**src/common/stack_return_rotate_exec_regs.vh**
```
// constants for the stack, return and rotate execution slice
// assumes a 32-bit classic wishbone slave with word-aligned registers
// What this block does
// - popping into the stack pointer decrements first, then loaded byte wins.
// - byte push increments pointer, then stores operand at new location.
// - subroutine exit pops pc high then low, pointer drops by two.
// - interrupt exit frame size comes from frame mode bit in config.
// - mode clear: pop pc high, low; region ff; pointer drops two.
// - mode clear: no status word is restored, nothing else changes.
// - mode set: pop three pc bytes plus extended status, pointer drops four.
// - mode set order: pc high, pc low, pc top byte, extended status.
// - mode set restores extended status only, status word left alone.
// - either mode releases interrupt logic for the serviced level.
// - pending equal or lower request waits for one more instruction.
// - rotate left moves bit 7 to bit 0, carry kept.
// - rotate carry left: bit 7 to carry, old carry to bit 0.
// - rotate right moves bit 0 to bit 7, carry kept.
// - rotate carry right: bit 0 to carry, old carry to bit 7.
// - bit force high sets the carry or an addressable bit.
// - bit force high changes no flag unless the carry is its target.
// - register forms need escape in binary mode, none in source mode.
`ifndef STACK_RETURN_ROTATE_EXEC_REGS_VH
`define STACK_RETURN_ROTATE_EXEC_REGS_VH
// register byte offsets
`define OFF_CMD      8'h00
`define OFF_CFG      8'h04
`define OFF_SP       8'h08
`define OFF_ACC      8'h0c
`define OFF_PC       8'h10
`define OFF_STW      8'h14
`define OFF_XSTW     8'h18
`define OFF_STAT     8'h1c
`define OFF_RADDR    8'h20
`define OFF_RDATA    8'h24
`define OFF_BITS     8'h28
`define OFF_DATA     8'h2c
// command fields
`define CMD_OP_LSB   0
`define CMD_SIZE_LSB 4
`define CMD_TO_SP    6
`define CMD_REGFORM  7
`define CMD_ESC      8
`define CMD_TO_CARRY 9
`define CMD_BIT_LSB  10
// config fields
`define CFG_FRAME    0
`define CFG_SRCMODE  8
// status fields
`define ST_BUSY      0
`define ST_ESCERR    1
`define ST_HOLD      2
// carry position in status word
`define STW_CARRY    7
// operation codes
`define OP_PUSH      4'h0
`define OP_POP       4'h1
`define OP_SUB_EXIT  4'h2
`define OP_IRQ_EXIT  4'h3
`define OP_ROL       4'h4
`define OP_RCL       4'h5
`define OP_ROR       4'h6
`define OP_RCR       4'h7
`define OP_BIT_SET   4'h8
// reset values and fixed figures
`define RST_SP       8'h07
`define RST_CFG      9'h000
`define REGION_FF    8'hff
`endif

```
**src/rtl/stack_return_rotate_exec.v**
```verilog
// stack push/pop, returns, accumulator rotates and bit force high
// assumes a classic wishbone slave; stack ram lives inside this block
//
// The Wishbone interface to the registers and the placing of the registers were left to the implementer.
`timescale 1ns/1ps
`default_nettype none
`include "stack_return_rotate_exec_regs.vh"
module stack_return_rotate_exec (
   input  wire        mclk,        // core clock, 20 mhz
   input  wire        reset_n,     // async reset, active low
   input  wire        wb_cyc_i,    // bus cycle
   input  wire        wb_stb_i,    // bus strobe
   input  wire        wb_we_i,     // write enable
   input  wire [7:0]  wb_adr_i,    // byte address
   input  wire [3:0]  wb_sel_i,    // byte lanes
   input  wire [31:0] wb_dat_i,    // write data
   output reg  [31:0] wb_dat_o,    // read data
   output reg         wb_ack_o,    // acknowledge
   output reg         irq_release, // one-cycle release of irq logic
   output reg         service_hold // hold pending irq for one op
);
   localparam ST_IDLE = 1'b0;
   localparam ST_RUN  = 1'b1;

   reg        state_r;
   reg [7:0]  sp_r;
   reg [23:0] pc_r;
   reg [7:0]  acc_r;
   reg [7:0]  stw_r;
   reg [7:0]  xstw_r;
   reg [8:0]  cfg_r;
   reg [31:0] bits_r;
   reg [31:0] data_r;
   reg [7:0]  raddr_r;
   reg        escerr_r;
   reg [15:0] cmd_r;
   reg [1:0]  step_r;
   reg [7:0]  ram [0:255];

   wire       req     = wb_cyc_i & wb_stb_i;
   wire       wr_fire = req & wb_we_i & wb_ack_o;
   wire       busy    = (state_r == ST_RUN);
   wire [3:0] op      = cmd_r[`CMD_OP_LSB +: 4];
   wire [1:0] size_c  = cmd_r[`CMD_SIZE_LSB +: 2];
   wire       frame4  = cfg_r[`CFG_FRAME];

   // byte-lane merge for register writes
   function [31:0] merge;
      input [31:0] old;
      input [31:0] dat;
      input [3:0]  sel;
      integer i;
      begin
         merge = old;
         for (i = 0; i < 4; i = i + 1) begin
            if (sel[i]) begin
               merge[i*8 +: 8] = dat[i*8 +: 8];
            end
         end
      end
   endfunction

   // last step index of the running operation
   reg [1:0] last_step;
   always @* begin
      last_step = 2'd0;
      case (op)
         `OP_PUSH, `OP_POP: begin
            if (size_c == 2'd1) begin
               last_step = 2'd1;
            end else if (size_c == 2'd2) begin
               last_step = 2'd3;
            end
         end
         `OP_SUB_EXIT: last_step = 2'd1;
         `OP_IRQ_EXIT: last_step = frame4 ? 2'd3 : 2'd1;
         default:  last_step = 2'd0;
      endcase
   end

   // escape prefix check on a command being written
   wire [15:0] cmd_new  = wb_dat_i[15:0];
   wire        esc_bad  = cmd_new[`CMD_REGFORM] &
                          (cmd_new[`CMD_ESC] == cfg_r[`CFG_SRCMODE]);
   wire        cmd_wr   = wr_fire & (wb_adr_i == `OFF_CMD) & wb_sel_i[0];
   wire        cmd_go   = cmd_wr & ~busy & ~esc_bad;
   wire        cmd_rej  = cmd_wr & ~busy & esc_bad;
   wire        run_end  = busy & (step_r == last_step);
   wire        sw_ok    = wr_fire & ~busy;

   // byte read at the current stack pointer
   wire [7:0]  top_byte = ram[sp_r];
   wire [7:0]  sp_inc   = sp_r + 8'h01;
   wire [7:0]  sp_dec   = sp_r - 8'h01;
   // push sends the most significant byte of the value first
   wire [1:0]  push_idx = last_step - step_r;
   wire [7:0]  push_byte = data_r[{push_idx, 3'b000} +: 8];
   wire        carry    = stw_r[`STW_CARRY];

   // bus handshake and registered read data
   always @(posedge mclk or negedge reset_n) begin
      if (!reset_n) begin
         wb_ack_o <= 1'b0;
         wb_dat_o <= 32'h00000000;
      end else begin
         wb_ack_o <= req & ~wb_ack_o;
         if (req & ~wb_ack_o & ~wb_we_i) begin
            if (wb_adr_i == `OFF_CMD) begin
               wb_dat_o <= {16'h0000, cmd_r};
            end else if (wb_adr_i == `OFF_CFG) begin
               wb_dat_o <= {23'h000000, cfg_r};
            end else if (wb_adr_i == `OFF_SP) begin
               wb_dat_o <= {24'h000000, sp_r};
            end else if (wb_adr_i == `OFF_ACC) begin
               wb_dat_o <= {24'h000000, acc_r};
            end else if (wb_adr_i == `OFF_PC) begin
               wb_dat_o <= {8'h00, pc_r};
            end else if (wb_adr_i == `OFF_STW) begin
               wb_dat_o <= {24'h000000, stw_r};
            end else if (wb_adr_i == `OFF_XSTW) begin
               wb_dat_o <= {24'h000000, xstw_r};
            end else if (wb_adr_i == `OFF_STAT) begin
               wb_dat_o <= {29'h00000000, service_hold, escerr_r, busy};
            end else if (wb_adr_i == `OFF_RADDR) begin
               wb_dat_o <= {24'h000000, raddr_r};
            end else if (wb_adr_i == `OFF_RDATA) begin
               wb_dat_o <= {24'h000000, ram[raddr_r]};
            end else if (wb_adr_i == `OFF_BITS) begin
               wb_dat_o <= bits_r;
            end else if (wb_adr_i == `OFF_DATA) begin
               wb_dat_o <= data_r;
            end else begin
               wb_dat_o <= 32'h00000000;
            end
         end
      end
   end

   // stack ram: sequencer writes while busy, software only when idle
   always @(posedge mclk) begin
      if (busy & (op == `OP_PUSH)) begin
         ram[sp_inc] <= push_byte;
      end else if (sw_ok & (wb_adr_i == `OFF_RDATA) & wb_sel_i[0]) begin
         ram[raddr_r] <= wb_dat_i[7:0];
      end
   end

   // sequencer state and step count
   always @(posedge mclk or negedge reset_n) begin
      if (!reset_n) begin
         state_r <= ST_IDLE;
         step_r  <= 2'd0;
         cmd_r   <= 16'h0000;
      end else begin
         case (state_r)
            ST_IDLE: begin
               step_r <= 2'd0;
               if (cmd_go) begin
                  cmd_r   <= cmd_new;
                  state_r <= ST_RUN;
               end
            end
            default: begin
               if (run_end) begin
                  state_r <= ST_IDLE;
               end else begin
                  step_r <= step_r + 2'd1;
               end
            end
         endcase
      end
   end

   // stack pointer and data register
   always @(posedge mclk or negedge reset_n) begin
      if (!reset_n) begin
         sp_r   <= `RST_SP;
         data_r <= 32'h00000000;
      end else if (busy) begin
         case (op)
            `OP_PUSH: sp_r <= sp_inc;
            `OP_POP: begin
               if (cmd_r[`CMD_TO_SP]) begin
                  sp_r <= top_byte;
               end else begin
                  sp_r <= sp_dec;
                  data_r[{step_r, 3'b000} +: 8] <= top_byte;
               end
            end
            `OP_SUB_EXIT, `OP_IRQ_EXIT: sp_r <= sp_dec;
            default: sp_r <= sp_r;
         endcase
      end else if (sw_ok & (wb_adr_i == `OFF_SP) & wb_sel_i[0]) begin
         sp_r <= wb_dat_i[7:0];
      end else if (sw_ok & (wb_adr_i == `OFF_DATA)) begin
         data_r <= merge(data_r, wb_dat_i, wb_sel_i);
      end
   end

   // program counter and extended status from the return frames
   always @(posedge mclk or negedge reset_n) begin
      if (!reset_n) begin
         pc_r   <= 24'h000000;
         xstw_r <= 8'h00;
      end else if (busy & ((op == `OP_SUB_EXIT) |
                           (op == `OP_IRQ_EXIT))) begin
         case (step_r)
            2'd0: pc_r[15:8] <= top_byte;
            2'd1: begin
               pc_r[7:0] <= top_byte;
               if ((op == `OP_IRQ_EXIT) & ~frame4) begin
                  pc_r[23:16] <= `REGION_FF;
               end
            end
            2'd2: pc_r[23:16] <= top_byte;
            default: xstw_r <= top_byte;
         endcase
      end else if (sw_ok & (wb_adr_i == `OFF_XSTW) & wb_sel_i[0]) begin
         xstw_r <= wb_dat_i[7:0];
      end
   end

   // accumulator, status word and bit space
   always @(posedge mclk or negedge reset_n) begin
      if (!reset_n) begin
         acc_r  <= 8'h00;
         stw_r  <= 8'h00;
         bits_r <= 32'h00000000;
      end else if (busy) begin
         case (op)
            `OP_ROL: acc_r <= {acc_r[6:0], acc_r[7]};
            `OP_RCL: begin
               acc_r             <= {acc_r[6:0], carry};
               stw_r[`STW_CARRY] <= acc_r[7];
            end
            `OP_ROR: acc_r <= {acc_r[0], acc_r[7:1]};
            `OP_RCR: begin
               acc_r             <= {carry, acc_r[7:1]};
               stw_r[`STW_CARRY] <= acc_r[0];
            end
            `OP_BIT_SET: begin
               if (cmd_r[`CMD_TO_CARRY]) begin
                  stw_r[`STW_CARRY] <= 1'b1;
               end else begin
                  bits_r[cmd_r[`CMD_BIT_LSB +: 5]] <= 1'b1;
               end
            end
            default: acc_r <= acc_r;
         endcase
      end else if (sw_ok & wb_sel_i[0]) begin
         if (wb_adr_i == `OFF_ACC) begin
            acc_r <= wb_dat_i[7:0];
         end else if (wb_adr_i == `OFF_STW) begin
            stw_r <= wb_dat_i[7:0];
         end else if (wb_adr_i == `OFF_BITS) begin
            bits_r <= merge(bits_r, wb_dat_i, wb_sel_i);
         end
      end else if (sw_ok & (wb_adr_i == `OFF_BITS)) begin
         bits_r <= merge(bits_r, wb_dat_i, wb_sel_i);
      end
   end

   // configuration and ram window address
   always @(posedge mclk or negedge reset_n) begin
      if (!reset_n) begin
         cfg_r   <= `RST_CFG;
         raddr_r <= 8'h00;
      end else if (sw_ok) begin
         if (wb_adr_i == `OFF_CFG) begin
            if (wb_sel_i[0]) begin
               cfg_r[7:0] <= wb_dat_i[7:0];
            end
            if (wb_sel_i[1]) begin
               cfg_r[8] <= wb_dat_i[`CFG_SRCMODE];
            end
         end else if ((wb_adr_i == `OFF_RADDR) & wb_sel_i[0]) begin
            raddr_r <= wb_dat_i[7:0];
         end
      end
   end

   // escape error flag: a new refusal wins over a clear
   always @(posedge mclk or negedge reset_n) begin
      if (!reset_n) begin
         escerr_r <= 1'b0;
      end else if (cmd_rej) begin
         escerr_r <= 1'b1;
      end else if (wr_fire & (wb_adr_i == `OFF_STAT) & wb_sel_i[0] &
                   wb_dat_i[`ST_ESCERR]) begin
         escerr_r <= 1'b0;
      end
   end

   // interrupt release pulse and one-instruction hold
   always @(posedge mclk or negedge reset_n) begin
      if (!reset_n) begin
         irq_release  <= 1'b0;
         service_hold <= 1'b0;
      end else begin
         irq_release <= run_end & (op == `OP_IRQ_EXIT);
         if (run_end & (op == `OP_IRQ_EXIT)) begin
            service_hold <= 1'b1;
         end else if (run_end) begin
            service_hold <= 1'b0;
         end
      end
   end
endmodule
`default_nettype wire

```
**config.mk**
```make
export PLATFORM = sky130hd
export DESIGN_NAME = stack_return_rotate_exec
export DESIGN_NICKNAME = d
export VERILOG_FILES = /design/src/rtl/stack_return_rotate_exec.v
export VERILOG_INCLUDE_DIRS = /design/src /design/src/common
export SDC_FILE = /design/constraint.sdc
export NUM_CORES = 2
export LEC_CHECK = 0
export BUFFER_PORTS_ARGS = -buffer_cell sky130_fd_sc_hd__buf_4
export CAP_MARGIN = 20
export CORE_MARGIN = 1
export CORE_UTILIZATION = 55
export DETAILED_ROUTE_END_ITERATION = 6
export PLACE_DENSITY = 0.71
export SLEW_MARGIN = 20
export SYNTH_ARGS = -nofsm -noshare
export SYNTH_HDL_FRONTEND = slang
export SYNTH_SLANG_ARGS = --single-unit
```
**constraint.sdc**
```tcl
create_clock -name mclk -period 20.1 [get_ports mclk]
set_input_delay 4.02 -clock mclk [delete_from_list [all_inputs] [get_ports mclk]]
set_output_delay 4.02 -clock mclk [all_outputs]
set_load 0.03 [all_outputs]
```
## Word-level counts from Yosys, hierarchy flattened

Memory sizes are Yosys's and may differ from the RTL's.
Cells that the tools add are included.

| word-level totals | value |
|---|---|
| register bits | 192 |
| bits in latches | 0 |
| RAM bits | 2,048 |
| memory bits (read-only) | 0 |
| bits of input ports | 49 |
| output and inout port bits | 35 |
| logic and storage cells | 230 |
| memories kept | 1 |

Memory list:

| name | depth | width | rd ports | clocked after Yosys merged registers in | write ports | line | RTL |
|---|---|---|---|---|---|---|---|
| ram | 256 | 8 | 2 | 0 | 1 | stack_return_rotate_exec.v:38 | `reg [7:0] ram [0:255];` |

| operators by class | value |
|---|---|
| add/sub/neg operators | 5 |
| multipliers | 0 |
| div/mod/pow operators | 0 |
| $lt $le $gt $ge | 2 |
| eq/ne operators | 41 |
| shifts and indexed selects | 3 |
| mux-type cells | 76 |
| bitwise logic cells | 39 |
| reductions and logical operators | 39 |

Operators by type and width:

| kind | number |
|---|---|
| 2-to-1 mux 32 bit | 25 |
| 2-to-1 mux 8 bit | 23 |
| bitwise mux 32 bit | 1 |
| equality test 8 x 5 -> 1 bit (second input constant) | 4 |
| equality test 8 x 6 -> 1 bit (second input constant) | 4 |
| OR 32 bit | 1 |
| one-hot mux 8 bit (4 select lines) | 1 |
| variable shift 8 x 7 -> 32 bit (first input constant) | 1 |
| variable part select 32 x 6 -> 8 bit | 1 |
| variable part select 8 x 7 -> 32 bit | 1 |
| AND 1 bit | 30 |
| nonzero test 2 bit | 13 |
| AND reduction 5 bit | 5 |
| one-hot mux 8 bit (3 select lines) | 1 |
| equality test 4 x 3 -> 1 bit (second input constant) | 4 |
| equality test 8 x 4 -> 1 bit (second input constant) | 2 |
| 2-to-1 mux 1 bit | 16 |
| one-hot mux 8 bit (2 select lines) | 1 |
| AND reduction 3 bit | 5 |
| != test 2 bit (second input constant) | 7 |
| 2-to-1 mux 2 bit | 5 |
| AND reduction 2 bit | 5 |
| != test 3 bit (second input constant) | 3 |
| adder 8 x 1 -> 8 bit (second input constant) | 1 |
| 33 further kinds | 45 |

## Depth between registers and ports, before layout

| logic depth | value |
|---|---|
| depth in word-level cells | 13 |
| gate-level depth with buffers | 16 |
| gate-level depth less buffers | 10 |

## Worst setup path after synthesis

No wires, ideal clock.

| timing | value |
|---|---|
| path kind | input -> register |
| start | input wb_adr_i[4] |
| end | memory ram[0][0], data pin |
| setup time | 2.188 ns |
| data arrival time | 15.294 ns |
| required time | 17.912 ns |
| path slack | 2.617 ns |
| cell stages on the path | 6 |
| buffers on the path | 2 |
| cells stage by stage | nor4b_1 -> and2_1 -> nand2_1 -> clkbuf_1 -> clkbuf_1 -> o21ai_0 |

| on the way | value |
|---|---|
| word-level cells in the longest chain between the ends | 8 |

Ends and longest elaborated chain:

| item | line | RTL |
|---|---|---|
| start: declaration | stack_return_rotate_exec.v:14 | `input wire [7:0] wb_adr_i,` |
| equality test 8 x 6 -> 1 bit (no source line) | -- |  |
| AND 1 bit (2 in series) | stack_return_rotate_exec.v:143 | `` end else if (sw_ok & (wb_adr_i == `OFF_RDATA) & wb_sel_i[0]) begin `` |
| 2-to-1 mux 1 bit | stack_return_rotate_exec.v:143 |  |
| 2-to-1 mux 1 bit | stack_return_rotate_exec.v:141 | `` if (busy & (op == `OP_PUSH)) begin `` |
| 2-to-1 mux 1 bit (not written as such) | stack_return_rotate_exec.v:144 | `ram[raddr_r] <= wb_dat_i[7:0];` |
| OR reduction 8 bit (no source line) | -- |  |
| 2-to-1 mux 8 bit (no source line) | -- |  |
| end: declaration | stack_return_rotate_exec.v:38 |  |

Every way passes these cells.

## Worst setup path after layout

| timing | value |
|---|---|
| start | register sp_r[1] |
| end | register data_r[14] |

| on the way | value |
|---|---|
| word-level cells in the longest chain between the ends | 6 |

Ends and longest elaborated chain:

| item | line | RTL |
|---|---|---|
| start: declaration | stack_return_rotate_exec.v:26 | `reg [7:0] sp_r;` |
| start signal: assignment | stack_return_rotate_exec.v:177 | `` sp_r <= `RST_SP; `` |
| start signal: assignment | stack_return_rotate_exec.v:181 | `` `OP_PUSH: sp_r <= sp_inc; `` |
| start signal: assignment | stack_return_rotate_exec.v:184 | `sp_r <= top_byte;` |
| memory (256 x 8 bit) | -- |  |
| variable part select 8 x 7 -> 32 bit | stack_return_rotate_exec.v:187 | `data_r[{step_r, 3'b000} +: 8] <= top_byte;` |
| bitwise mux 32 bit | stack_return_rotate_exec.v:187 |  |
| 2-to-1 mux 32 bit | stack_return_rotate_exec.v:183 | `` if (cmd_r[`CMD_TO_SP]) begin `` |
| 2-to-1 mux 32 bit | stack_return_rotate_exec.v:180 | `case (op)` |
| 2-to-1 mux 32 bit | stack_return_rotate_exec.v:179 | `end else if (busy) begin` |
| end signal: indexed assignment | stack_return_rotate_exec.v:187 |  |
| end signal: assignment | stack_return_rotate_exec.v:196 | `data_r <= merge(data_r, wb_dat_i, wb_sel_i);` |
| end: declaration | stack_return_rotate_exec.v:33 | `reg [31:0] data_r;` |

Every way passes these cells. The select of a mux whose other input is x is not followed.
A chain may end at the register's enable or synchronous reset.

==> metrics.txt <==
top post-synthesis cells by area edfxtp_1, mux4_2, dfrtp_1; Post-Syn Area per Cell 17.7 µm²; critical path class reg -> reg; first-pass GRT wire length 530000 µm; largest net degree at the start of global routing 178; Filler cells 13500; most common cell in the netlist edfxtp_1; drc violations 1; DR iter-0 viols 13100; Via Count 69500; Synth Register Bits 2240; Post-CTS Resized 0; die width 442 µm; leakage 30.8 nW; crit path from sp_r[1]$_DFFE_PN1P_; YS warnings 0; unrepaired setup endpoints after global routing false; Async S/R FF share, synth 0.0857; Root Driver clkbuf_16; list of most frequent post-synthesis cells edfxtp_1, mux4_2, nor2_1; setup_tns 0 ns; Hold-fix buffers, CTS 0; number of flops mapped to enable cells by yosys 2048; Yosys top cell by area edfxtp_1; Switching Share 0.206; status finished with violations; mux share of post-synthesis cell area 0.251; Syn Inst Count 6004; adder-cell share of the synthesized area 0.00106; compound-gate portion of the synthesized area 0.0564; H-tree depth 4; maximum vdd ir drop 0.104 mV; Synth Cell Area 106000 µm²; gp weighted congestion 1.04; core area 192000 µm²; fraction of power consumed by the clock network 0.452; PortBufs 83; worst slew pin tran 1.43 ns; Post-DP HPWL 248000 µm; Required @ worst endpoint 20.87 ns; share of total power in sequential cells 0.537; share of the synthesized area in the top cell type 0.577; clk sinks 2240; Post-synth top flop edfxtp_1; RR Startpoint sp_r[1]$_DFFE_PN1P_; total gr overflow 0; Post-Synth XOR/XNOR Area 0.000987; ratio of cells with drive above 1 in the final layout 0.286; crit path DAT 9.05 ns; Critical Path Sink Type flop; Slew headroom 0.0346; die height 442 µm; simple-gate portion of the synthesized area 0.0433; Skew-Pair Late Insertion Delay 0.91 ns; P_int 7.44 mW; GR Util All Layers 0.393; hold path startpoint wb_dat_o[28]$_DFFE_PN0P_; buffer levels on the longest clock path 3; Routed WL per cell 43.8 µm; synth unique cells 87; drt total wl 384000 µm; combinational cell fraction of total power 0.012; post-layout minimum cycle time 8.28 ns; Syn-to-layout area delta 9.72%; violated checks DRC; P_sw 1.93 mW; Worst Hold Class reg -> reg; Pwr Density 80.1 nW/µm²; IO Pins 84; CTS Buf Count 215; Worst Skew 0.0432 ns; antenna viol nets, final 0; final hold violation count 0; total die area 195000 µm²; main combinational cell family by area after synthesis multiplexers; max-slew violations 0; max-cap violation count 0; routed vias/inst 7.93; CTS tree built; Seq/Total Area, Yosys 0.623; drt pass-1 iters 7; vias in the first global route 65200; Clk pin slew, worst setup/hold paths 0.06 ns; initial antenna violation count 27; Post-Syn Nets 6062; row count 161; fmax 121 MHz; worst hold margin 0.483 ns; Starting Density 0.554; final worst-path cycle share 0.412; CP Max Fanout 59; nets 6068; startpoint types flop; Final setup viols 0; postcts setup bufs 0
final timing paths:
kind	cells after the start	end	slack [ns]
max in group asynchronous	3	busy$_DFF_PN0_	14.89
worst min register to register	2	wb_dat_o[28]$_DFFE_PN0P_	0.48
worst min-delay path	2	wb_dat_o[28]$_DFFE_PN0P_	0.48
worst max-delay path	12	data_r[14]$_DFFE_PN0P_	11.82
worst max register to register	12	data_r[14]$_DFFE_PN0P_	11.82
min in group asynchronous	1	pc_r[5]$_DFFE_PN0P_	3.20
per-layer routing:
metal	global-route usage	vias up	share of wire
li1	-	25300	-
met1	0.518	35600	0.33
met2	0.540	7128	0.42
met3	0.165	1418	0.17
met4	0.249	30	0.075
met5	0	-	0.00058
cells in the final DEF, fill, tap and decap left out, types with 22 or more instances in the layout:
cell,n
o22a_1,35
nor3_1,40
nand3_1,52
nor2b_1,45
nand4_1,26
nand2_1,328
edfxtp_1,2048
clkbuf_1,36
a21oi_1,161
buf_4,241
inv_1,31
mux2_2,50
a221oi_1,36
clkbuf_16,216
a31oi_1,38
mux2i_1,194
o21ai_0,139
o221ai_1,42
mux4_2,1045
a211oi_1,36
a22oi_1,116
mux4_1,22
o22ai_1,79
clkinv_1,28
nor2_1,426
diode_2,33
dfrtp_1,180
bufinv_16,30
clkinv_2,48
cell type report:
class | instances | area (µm²) | share of cell area
well taps | 2526 | 3160 | 0.0270
repair buffers | 258 | 2110 | 0.0181
flip-flops and latches | 2240 | 66300 | 0.568
clock inverters | 146 | 1670 | 0.0143
multi-input cells | 3258 | 37700 | 0.323
diodes | 33 | 82.6 | 0.000707
clock buffers | 256 | 5600 | 0.0479
inverters | 37 | 143 | 0.00122
cells by family after synthesis:
kind of cell	Yosys count
compound gates	876
xor+xnor	12
fa+ha+maj	9
buf+inv	506
flops	2240
mux	1314
simple gates	1047
power by group through the flow:
stage	clock network (mW)	logic, mW	registers (mW)
2_1_floorplan	0	0.0443	5.13
3_3_place_gp	0	0.106	5.12
3_5_place_dp	0	0.107	5.12
4_1_cts	4.22	0.107	5.02
5_1_grt	4.39	0.113	5.02
6_report	4.23	0.110	5.02
sequential cells by signal, summed over array words and instances, names as in the netlist:
register and cells:
ram 2048, bits_r 32, data_r 32, wb_dat_o 32
pc_r 24, cmd_r 16, cfg_r 9, acc_r 8
raddr_r 8, sp_r 8, stw_r 8, xstw_r 8
step_r 2, busy 1, escerr_r 1, irq_release 1
service_hold 1, wb_ack_o 1
stage by stage:
step / power (mW) / instance area, µm² / instances / setup WS [ns] / util
after floorplan: 5.18 / 106000 / 6004 / 2.62 / -
after global placement: 5.23 / 109000 / 8315 / 11.22 / 0.569
after detailed placement: 5.23 / 109000 / 8316 / 11.14 / 0.569
after CTS: 9.35 / 117000 / 8718 / 12.08 / 0.607
after global routing: 9.52 / 117000 / 8723 / 11.84 / 0.607
final: 9.36 / 117000 / 8754 / 11.82 / 0.607
worst max-delay path: stages (launching register included):
cell and delay, ns:
dfstp_4 1.05, buf_4 0.68, buf_4 0.72, buf_4 0.69
buf_4 0.80, mux4_2 0.48, a22o_1 0.25, a221oi_1 0.46
o22ai_1 0.18, o31ai_1 1.14, and4_1 1.12, o221ai_1 0.26
o21a_1 0.17
(Power assumes the default switching activity.)
